--- config.mk ---
export PLATFORM = sky130hd
export DESIGN_NAME = pwt_top
export DESIGN_NICKNAME = d
export VERILOG_FILES = /design/src/pwt_pkg.sv /design/src/pwt_top.sv
export SDC_FILE = /design/constraint.sdc
export NUM_CORES = 1
export LEC_CHECK = 0
export ABC_CLOCK_PERIOD_IN_PS = 5840
export BUFFER_PORTS_ARGS = -buffer_cell sky130_fd_sc_hd__buf_4
export CORE_MARGIN = 2
export CORE_UTILIZATION = 50
export CTS_CLUSTER_SIZE = 24
export DETAILED_ROUTE_END_ITERATION = 7
export PLACE_DENSITY = 0.8
export RECOVER_POWER = 50
export SLEW_MARGIN = 10
export SYNTH_ARGS = -nofsm -noshare
export SYNTH_HDL_FRONTEND = slang
export SYNTH_SLANG_ARGS = --single-unit
--- constraint.sdc ---
create_clock -name sys_clk_i -period 5.84 [get_ports sys_clk_i]
set_clock_uncertainty 0.1 [all_clocks]
set_input_delay 1.168 -clock sys_clk_i [delete_from_list [all_inputs] [get_ports sys_clk_i]]
set_output_delay 1.168 -clock sys_clk_i [all_outputs]
set_load 0.005 [all_outputs]
--- src/pwt_pkg.sv ---
package pwt_pkg;

    // ----------------------------------------------------------------
    // Register map (byte addresses)
    // ----------------------------------------------------------------
    localparam logic [7:0] ADDR_MODE = 8'h80;    // timer_mode_register
    localparam logic [7:0] ADDR_WOC = 8'h84;     // waveform_output_control
    localparam logic [7:0] ADDR_PRESC = 8'h88;   // prescaler_reload / count
    localparam logic [7:0] ADDR_SEC = 8'h8C;     // secondary_reload
    localparam logic [7:0] ADDR_PRI = 8'h90;     // primary_reload / count
    localparam logic [7:0] ADDR_OCR = 8'h94;     // output_control_register
    localparam logic [7:0] ADDR_CTL = 8'h98;     // Clock select, port latch
    localparam logic [7:0] ADDR_STAT = 8'h9C;    // Interrupt status, read clears
    localparam logic [7:0] ADDR_MASK = 8'hA0;    // Interrupt mask

    // ----------------------------------------------------------------
    // Field positions
    // ----------------------------------------------------------------
    localparam int MODE_LOW_BIT = 4;     // mode_select_low
    localparam int MODE_HIGH_BIT = 5;    // mode_select_high
    localparam int WTS_BIT = 6;          // write_target_select
    localparam int RUN_BIT = 7;          // count_run_flag
    localparam int OPL_BIT = 5;          // output_level_select
    localparam int OSW_BIT = 0;          // output_switch_select
    localparam int LATCH_BIT = 2;        // port_latch_bit in control reg
    localparam int ST_CYCLE = 0;         // Full waveform cycle done
    localparam int ST_PRIMARY = 1;       // Primary interval done

    // ----------------------------------------------------------------
    // Reset values and codes
    // ----------------------------------------------------------------
    localparam logic [7:0] RST_REG = 8'h00;
    localparam logic [7:0] RST_COUNT = 8'hFF;
    localparam logic [1:0] MODE_PWG = 2'h1;       // Waveform generation mode
    localparam logic [1:0] SEL_DIV_ONE = 2'h0;    // clock_div_one
    localparam logic [1:0] SEL_DIV_TWO = 2'h1;    // clock_div_two
    localparam logic [1:0] SEL_DIV_EIGHT = 2'h2;  // clock_div_eight
    localparam logic [1:0] SEL_COMPANION = 2'h3;  // Companion underflow
    localparam logic [2:0] DIV_LAST = 3'h7;       // Last step of divide by eight

    // ----------------------------------------------------------------
    // Types
    // ----------------------------------------------------------------
    typedef enum logic [1:0] {
        PH_PRIMARY = 2'b01,
        PH_SECONDARY = 2'b10
    } pwt_phase_e;

    typedef struct packed {
        logic psel;
        logic penable;
        logic pwrite;
        logic [7:0] paddr;
        logic [31:0] pwdata;
    } pwt_apb_req_s;

    typedef struct packed {
        logic pready;
        logic pslverr;
        logic [31:0] prdata;
    } pwt_apb_rsp_s;

endpackage

--- src/pwt_top.sv ---
// Contract
// - Pin inverts at every underflow, alternating reloads
// - First interval after start is primary
// - Count clock: div one, two, eight, companion
// - Down counter reloads alternately, never stops
// - Intervals last (n+1)(m+1) and (n+1)(p+1)
// - Run flag starts and stops counting
// - Interrupt at secondary underflow, with pin change
// - Pin is pulse output in this mode
// - Primary and prescaler reads return counts
// - Running writes touch reload registers only
// - Level select sets primary/secondary pin levels
// - Switch bit: toggle, or drive port latch
// - Stopped writes load reload and counter
// - Mode field 01 selects waveform mode
// - Primary write commits both, next primary
// - Switch bit sampled at start or interrupt
//
// The implementer's own choice: the APB register port.
`timescale 1ns/100ps
`default_nettype none

module pwt_top
(
    input wire logic sys_clk_i,
    input wire logic rst_i,
    input wire pwt_pkg::pwt_apb_req_s apb_i,
    output pwt_pkg::pwt_apb_rsp_s apb_o,
    input wire logic companion_uflow_i,
    output logic waveform_out_pin_o,
    output logic irq_o
);
    import pwt_pkg::*;

    // ----------------------------------------------------------------
    // State
    // ----------------------------------------------------------------
    typedef struct packed {
        logic [7:0] mode_reg;       // timer_mode_register
        logic [7:0] woc_reg;        // waveform_output_control
        logic [7:0] presc_rl;       // prescaler_reload
        logic [7:0] sec_rl;         // secondary_reload (written value)
        logic [7:0] pri_rl;         // primary_reload (written value)
        logic [7:0] ocr_reg;        // output_control_register
        logic [7:0] ctl_reg;        // Clock select and port latch
        logic [1:0] status;         // Sticky events
        logic [1:0] mask;           // Interrupt enables
        logic [7:0] presc_cnt;      // Prescaler count
        logic [7:0] main_cnt;       // Main count
        logic [7:0] pri_act;        // Primary value in use
        logic [7:0] sec_act;        // Secondary value in use
        logic pend;                 // New values await next primary
        pwt_phase_e phase;          // Interval being counted
        logic osw_act;              // Sampled output switch
        logic [2:0] div;            // Free running divider
        logic run_q;                // Run flag one cycle ago
        logic pin;                  // Waveform pin
        logic irq;                  // Interrupt line
        logic pready;
        logic pslverr;
        logic [31:0] prdata;
    } pwt_state_s;

    pwt_state_s st;                 // Registered state
    pwt_state_s next_st;            // Next state

    logic pwm_mode;                 // Waveform generation selected
    logic run;                      // Counting enabled
    logic run_rise;                 // Counting begins this cycle
    logic tick;                     // Count clock enable
    logic uflow;                    // Main counter underflow
    logic samp_osw;                 // Switch bit sampled this cycle
    logic acc;                      // Bus transfer completes
    logic wr;                       // Write completes
    logic rd;                       // Read completes
    logic [7:0] wdat;               // Write data, low byte

    // Register read mux, shared by the bus read and nothing else
    function automatic logic [7:0] rd_mux(input pwt_state_s s, input logic [7:0] a);
        logic [7:0] v;
        v = 8'h00;
        unique case (a)
            ADDR_MODE: v = s.mode_reg;
            ADDR_WOC: v = s.woc_reg;
            ADDR_PRESC: v = s.presc_cnt;    // Count, not reload
            ADDR_SEC: v = s.sec_rl;
            ADDR_PRI: v = s.main_cnt;       // Count, not reload
            ADDR_OCR: v = s.ocr_reg;
            ADDR_CTL: v = s.ctl_reg;
            ADDR_STAT: v = {6'h00, s.status};
            ADDR_MASK: v = {6'h00, s.mask};
            default: v = 8'h00;
        endcase
        return v;
    endfunction

    // Address decode
    function automatic logic mapped(input logic [7:0] a);
        return (a >= ADDR_MODE) && (a <= ADDR_MASK) && (a[1:0] == 2'h0);
    endfunction

    // ----------------------------------------------------------------
    // Decode helpers
    // ----------------------------------------------------------------
    always_comb
    begin
        pwm_mode = ({st.mode_reg[MODE_HIGH_BIT], st.mode_reg[MODE_LOW_BIT]} == MODE_PWG);
        run = st.mode_reg[RUN_BIT];
        run_rise = run && !st.run_q;
        acc = apb_i.psel && apb_i.penable && st.pready;
        wr = acc && apb_i.pwrite && mapped(apb_i.paddr);
        rd = acc && !apb_i.pwrite;
        wdat = apb_i.pwdata[7:0];
        // Count clock choice; dividers are enables, not clocks
        unique case (st.ctl_reg[1:0])
            SEL_DIV_ONE: tick = 1'b1;
            SEL_DIV_TWO: tick = st.div[0];
            SEL_DIV_EIGHT: tick = (st.div == DIV_LAST);
            SEL_COMPANION: tick = companion_uflow_i;
        endcase
        // Underflow needs prescaler and main both at zero
        uflow = run && !run_rise && tick && (st.presc_cnt == 8'h00) && (st.main_cnt == 8'h00);
        samp_osw = run_rise || (uflow && st.phase == PH_SECONDARY);
    end

    // ----------------------------------------------------------------
    // Next state
    // ----------------------------------------------------------------
    always_comb
    begin
        next_st = st;
        next_st.div = st.div + 3'h1;
        next_st.run_q = run;

        // Bus handshake: one wait state, then answer
        next_st.pready = apb_i.psel && apb_i.penable && !st.pready;
        if (next_st.pready)
        begin
            next_st.pslverr = !mapped(apb_i.paddr);
            next_st.prdata = apb_i.pwrite ? 32'h0000_0000 : {24'h000000, rd_mux(st, apb_i.paddr)};
        end

        // Read of status clears it; hardware sets below win
        if (rd && apb_i.paddr == ADDR_STAT)
        begin
            next_st.status = 2'h0;
        end

        // Register writes
        if (wr)
        begin
            unique case (apb_i.paddr)
                ADDR_MODE: next_st.mode_reg = wdat;
                ADDR_WOC: next_st.woc_reg = wdat;
                ADDR_OCR: next_st.ocr_reg = wdat;
                ADDR_CTL: next_st.ctl_reg = wdat;
                ADDR_MASK: next_st.mask = wdat[1:0];
                ADDR_STAT: next_st.status = st.status;         // Read only
                ADDR_PRESC:
                begin
                    next_st.presc_rl = wdat;
                    // Counter too only when stopped or plain timer
                    if (!run || (!pwm_mode && !st.mode_reg[WTS_BIT]))
                    begin
                        next_st.presc_cnt = wdat;
                    end
                end
                ADDR_SEC:
                begin
                    next_st.sec_rl = wdat;                     // Reload; value in use too when stopped
                    if (!run)
                    begin
                        next_st.sec_act = wdat;
                    end
                end
                ADDR_PRI:
                begin
                    next_st.pri_rl = wdat;
                    if (!run || (!pwm_mode && !st.mode_reg[WTS_BIT]))
                    begin
                        // Loaded at once when stopped
                        next_st.pri_act = wdat;
                        next_st.sec_act = st.sec_rl;
                        next_st.main_cnt = wdat;
                        next_st.pend = 1'b0;
                    end
                    else
                    begin
                        // Commit waits for next primary interval
                        next_st.pend = 1'b1;
                    end
                end
                default: next_st.mode_reg = st.mode_reg;
            endcase
        end

        // Start: always begin with the primary interval
        if (run_rise)
        begin
            next_st.phase = PH_PRIMARY;
            next_st.main_cnt = st.pri_act;
            next_st.presc_cnt = st.presc_rl;
        end
        else if (run && tick)
        begin
            if (st.presc_cnt != 8'h00)
            begin
                next_st.presc_cnt = st.presc_cnt - 8'h01;
            end
            else
            begin
                next_st.presc_cnt = st.presc_rl;
                if (st.main_cnt != 8'h00)
                begin
                    next_st.main_cnt = st.main_cnt - 8'h01;   // Decrement
                end
                else if (st.phase == PH_SECONDARY)
                begin
                    // End of full cycle: back to primary
                    next_st.phase = PH_PRIMARY;
                    next_st.status[ST_CYCLE] = 1'b1;
                    if (st.pend)
                    begin
                        next_st.pri_act = st.pri_rl;
                        next_st.sec_act = st.sec_rl;
                        next_st.pend = 1'b0;
                        next_st.main_cnt = st.pri_rl;
                    end
                    else
                    begin
                        next_st.main_cnt = st.pri_act;
                    end
                end
                else
                begin
                    next_st.phase = PH_SECONDARY;
                    next_st.main_cnt = st.sec_act;
                    next_st.status[ST_PRIMARY] = 1'b1;
                end
            end
        end

        // Switch bit only taken at start or interrupt
        if (samp_osw)
        begin
            next_st.osw_act = st.ocr_reg[OSW_BIT];
        end

        // Pin: pulse output in waveform mode while running with switch off, port latch otherwise
        if (pwm_mode && run && !next_st.osw_act)
        begin
            // Level select picks the polarity of both intervals
            next_st.pin = next_st.woc_reg[OPL_BIT] ^ (next_st.phase == PH_SECONDARY);
        end
        else
        begin
            next_st.pin = next_st.ctl_reg[LATCH_BIT];
        end

        next_st.irq = |(next_st.status & next_st.mask);
    end

    // ----------------------------------------------------------------
    // State register
    // ----------------------------------------------------------------
    always_ff @(posedge sys_clk_i)
    begin
        if (rst_i)
        begin
            st <= '0;
            st.phase <= PH_PRIMARY;
            st.presc_rl <= RST_COUNT;
            st.presc_cnt <= RST_COUNT;
            st.pri_rl <= RST_COUNT;
            st.sec_rl <= RST_COUNT;
            st.pri_act <= RST_COUNT;
            st.sec_act <= RST_COUNT;
            st.main_cnt <= RST_COUNT;
            st.mode_reg <= RST_REG;
            st.woc_reg <= RST_REG;
        end
        else
        begin
            st <= next_st;
        end
    end

    assign apb_o.pready = st.pready;
    assign apb_o.pslverr = st.pslverr;
    assign apb_o.prdata = st.prdata;
    assign waveform_out_pin_o = st.pin;
    assign irq_o = st.irq;

    logic osw_hold;                 // Switch stays off across underflow
    assign osw_hold = !st.osw_act && !st.ocr_reg[OSW_BIT] && pwm_mode && !wr;
endmodule

`default_nettype wire

Word level (Yosys, flattened, before mapping)
Index checks and enable logic that the tools add are counted.
W data, S select, Z words.
{"block": "totals", "ff_bits": 136, "word_cells": 138}
{"block": "op_classes", "addsub": 3, "order_cmp": 2, "eq_ne": 16, "n_mux": 42, "bitwise_logic": 2, "reduce_logical": 48}
{"op": "$mux W8", "n": 13}
{"op": "$mux W83", "n": 1}
{"op": "$eq A8 B8 Y1 const B", "n": 9}
{"op": "$pmux W8 S9", "n": 1}
{"op": "$mux W17", "n": 3}
{"op": "$mux W35", "n": 1}
{"op": "$mux W16", "n": 2}
{"op": "$mux W27", "n": 1}
{"op": "$mux W24", "n": 1}
{"op": "$logic_and A1 B1 Y1", "n": 19}
{"op": "$mux W19", "n": 1}
{"op": "$mux W2", "n": 9}
{"op": "$logic_not A8 Y1", "n": 2}
{"op": "$pmux W8 S2", "n": 1}
{"op": "$reduce_bool A8 Y1", "n": 2}
{"op": "$sub A8 B1 Y8 const B", "n": 2}
{"op": "$reduce_and A2 Y1", "n": 7}
{"op": "$logic_not A1 Y1", "n": 9}
{"op": "$reduce_bool A3 Y1", "n": 3}
{"op": "$eq A2 B2 Y1 const B", "n": 4}
{"op": "$ge A8 B8 Y1 const B", "n": 1}
{"op": "$le A8 B8 Y1 const B", "n": 1}
{"op": "$mux W1", "n": 6}
{"op": "$mux W6", "n": 1}
{"op": "other kinds (10)", "n": 13}

Longest topological paths before layout
{"block": "depth", "ltp_word": 16, "depth_mapped": 9, "ltp_nobuf": 8}

Least setup slack after synthesis
OpenSTA, ideal clock, no wires.
{"block": "synth_timing", "kind": "input to register", "startpoint": "input apb_i[34] (netlist bit)", "endpoint": "register st, in the netlist waveform_out_pin_o", "setup_time_ps": 117, "arrival_time_ps": 2883, "path_slack_ps": 2740, "cell_stages": 7, "path_cell_list": "buf_2 -> nor4_4 -> a21oi_2 -> nor4_4 -> mux2i_1 -> nor2_2 -> a22o_1"}
{"block": "synth_via", "elab_chain_len": 7, "word_cells_on_any_way": 12}
{"item": "start, declared", "line_no": "pwt_top.sv:27", "text": "input wire pwt_pkg::pwt_apb_req_s apb_i,"}
{"item": "$ge A8 B8 Y1 / $le A8 B8 Y1 (equally long branches)", "line_no": "pwt_top.sv:99", "text": "return (a >= ADDR_MODE) && (a <= ADDR_MASK) && (a[1:0] == 2'h0);"}
{"item": "$logic_and A1 B1 Y1 (2 in a row)", "line_no": "pwt_top.sv:99"}
{"item": "$logic_and A1 B1 Y1", "line_no": "pwt_top.sv:111", "text": "wr = acc && apb_i.pwrite && mapped(apb_i.paddr);"}
{"item": "$mux W83 (*)", "line_no": "pwt_top.sv:150", "text": "if (wr)"}
{"item": "$xor A1 B1 Y1", "line_no": "pwt_top.sv:253", "text": "next_st.pin = next_st.woc_reg[OPL_BIT] ^ (next_st.phase == PH_SECONDARY);"}
{"item": "$mux W1 (*)", "line_no": "pwt_top.sv:250", "text": "if (pwm_mode && run && !next_st.osw_act)"}
{"item": "end signal, assigned", "line_no": "pwt_top.sv:284", "text": "st <= next_st;"}
{"item": "end, declared", "line_no": "pwt_top.sv:64", "text": "pwt_state_s st;"}
Mark *: on every way between the ends. The rest lies on a longest branch, timed or not. The select of a mux whose other input is x is not followed.
A chain may end at the register's enable or synchronous reset.

Final worst setup path
{"block": "layout_timing", "startpoint": "input rst_i", "endpoint": "register st[78] (netlist bit)"}
{"item": "start, declared", "line_no": "pwt_top.sv:26", "text": "input wire logic rst_i,"}
No word-level cell between the ends.

==> results.cfg <==
[final_layout]
finish.utilization = 0.546
mostFrequentLayoutCells = nand2_1 (112), dfxtp_1 (112), nor2_1 (77)
syn2layout_area_growth_pct = 7.35
drive_gt1_frac = 0.118
ff_latch_area_um2 = 2240
final_nets = 766
num-fill-cells = 1070
layout.cells.non_filler = 868
multi_input_area_um2 = 3450
insertedDiodeCount = 0

[cts]
cts_tree = built
cts_inserted_buffers = 9
cts-resized-gates = 0
cts.sinks = 112
cts.clk_slew.worst_paths_ns = 0.07
cts_setup_buffers = 0
hold_buffers = 0
ctsRootBufferMaster = clkbuf_16
clk_latency_ns = 0.36
htree_levels = 3
clockBufferDepth = 2

[sta]
fmaxAchievable_mhz = 246
hold_viol_final = 0
period_minus_slack_ns = 4.07
grt_setup_unrepaired = no
tns_ns = 0
slew_headroom = -1.13
setup_viol = 0
fin_ws_ns = 1.77
timing.final.crit_share = 0.696
worstMarginPinSlew_ns = 3.20
drv_slew = 72

[routing]
drcViolationCount = 0
vias_per_cell = 6.31
ant_nets = 0
wl_per_cell_um = 20.1
finalWirelength_mm = 17.4
drtIter0Drc = 723
num_vias = 5481
drt_pass1_iterations = 5

[synth]
syn_area_um2 = 6080
yosys-mux-area-fraction = 0.109
yosysTopAreaCell = dfxtp_1
synth_xor_area_frac = 0.00720
synth_compound_area_frac = 0.188
yosysTopAreaCellShare = 0.369
synth_adder_area_share = 0.00823
synth_top_family_by_area = simple AND/OR/NAND/NOR gates
synth_cells = 726
ys_ff_latch = 112
seq_area_frac_synth = 0.369
synthFlopType = dfxtp_1
synth_edf_count = 0
syn_area_per_cell_um2 = 8.38
yosysWarnings = 0
synth_async_sr_flop_share = 0
yosys-top-cells-area = dfxtp_1 (37%), mux2i_1 (9.1%), nand2_1 (6.9%)
synth_cell_types = 75
synth-simple-area-share = 0.241

[critical_path]
cp-start-kind = input port
slowest_stage = clkbuf_1
crit_family = buffers and inverters
cp.required_ns = 5.99
path_buf_inv = 3
endpoint_kind = register
timing.setup.critical_path_class = in2reg
worstPathCellList = clkbuf_1 > inv_1 > buf_4 > and2_1
crit_fanout = 71
worstPathArrival_ns = 4.21
cpPeakStageDelay_ns = 2.21

[power]
p_leak_uw = 0.00244
powerDensity_nw_per_um2 = 241
ir_drop_uv = 142

[place]
dp.cells = 852
globalplace.congestion = 0.931
pre_cts_ws_ns = 1.77
numPortBuffers = 33
dp_hpwl_mm = 12.1

[global_route]
antenna_found_initial = 0
grt_util_all_layers = 0.270
grt_max_degree = 72
overflow = 0
grt_first_pass_wirelength_mm = 27.5
grt_pass1_vias = 5176

[job]
cap_viol_max_count = 1

[die]
dieHeight_um = 114
io_pins = 82
coreArea_um2 = 12000
rows = 40
die_area_um2 = 13100
start_util = 0.508
fp.dieW_um = 114

[run_status]
outcome = finished with violations
violations = max-capacitance violations, max-slew violations

[min_path]
min_path_type = reg2reg
[worst paths after layout]
check                                     startpoint                    to  slack, ns  depth (start not counted)
worst max-delay path                           rst_i     st[78]$_SDFF_PP0_       1.77                          4
worst max register to register     st[61]$_SDFF_PP1_     st[59]$_SDFF_PP1_       2.56                          8
worst min-delay path            st[128]$_SDFFE_PP0P_  st[128]$_SDFFE_PP0P_       0.35                          2
worst min register to register  st[128]$_SDFFE_PP0P_  st[128]$_SDFFE_PP0P_       0.35                          2
[power breakdown]
part           leakage (µW)  internal, µW  total, µW  switching (µW)
clock              0.000170           432        720             288
combinational       0.00136          24.9       84.9            60.0
sequential         0.000905           765        767            1.35
total               0.00244          1220       1570             350
[metrics by stage]
| step | hold WS, ns | total power, µW | instance area (µm²) |
|---|---|---|---|
| floorplan | 0.317 | 847 | 6170 |
| global placement | 0.329 | 865 | 6180 |
| detailed placement | 0.345 | 868 | 6180 |
| CTS | 0.354 | 1570 | 6530 |
| global route | 0.365 | 1610 | 6530 |
| finish | 0.355 | 1570 | 6530 |
[tightest hold or removal path, delay by kind of cell (launching register included)]
family          cells  cell delay [ns]
flops               1             0.31
simple gates        1             0.05
compound gates      1             0.05
[metal layers]
layer  GRT usage  up-vias  routed length, µm
li1            -     2521                  -
met1       0.345     2660               7270
met2       0.456      259               8440
met3      0.0402       41               1240
met4       0.115        0                482
met5           0        -                  0
[flip-flops by register name, summed over array words and instances, names as in the netlist]
signal	flops
next_st	1
st	99
apb_o	10
irq_o	1
waveform_out_pin_o	1
[cell usage after synthesis (9+ instances only)]
cell / n
clkbuf_1: 33
and3_1: 10
nand3_1: 15
a21oi_1: 46
a211oi_1: 9
mux2i_1: 55
buf_4: 35
nand2_1: 112
a22oi_1: 18
dfxtp_1: 112
a211o_1: 14
o21ai_0: 24
nor2_1: 78
[area by class of cell]
class                           count  area share
Timing Repair Buffer               37      0.0420
Multi-Input combinational cell    549       0.529
Sequential cell                   112       0.343
Inverter                            7     0.00403
Clock inverter                      5      0.0159
Tap cell                          147      0.0282
Clock buffer                       11      0.0372
[cells by family (layout without fill, tap and decap cells)]
logic type,count (synthesis),count (layout)
AOI/OAI and AO/OA,165,165
and+or+nand+nor,288,288
adders and majority gates,4,4
xor gates and xnor gates,5,5
muxes,63,63
DFF,112,112
buffers and inverters,88,60
other,1,24
(Power assumes the default switching activity.)
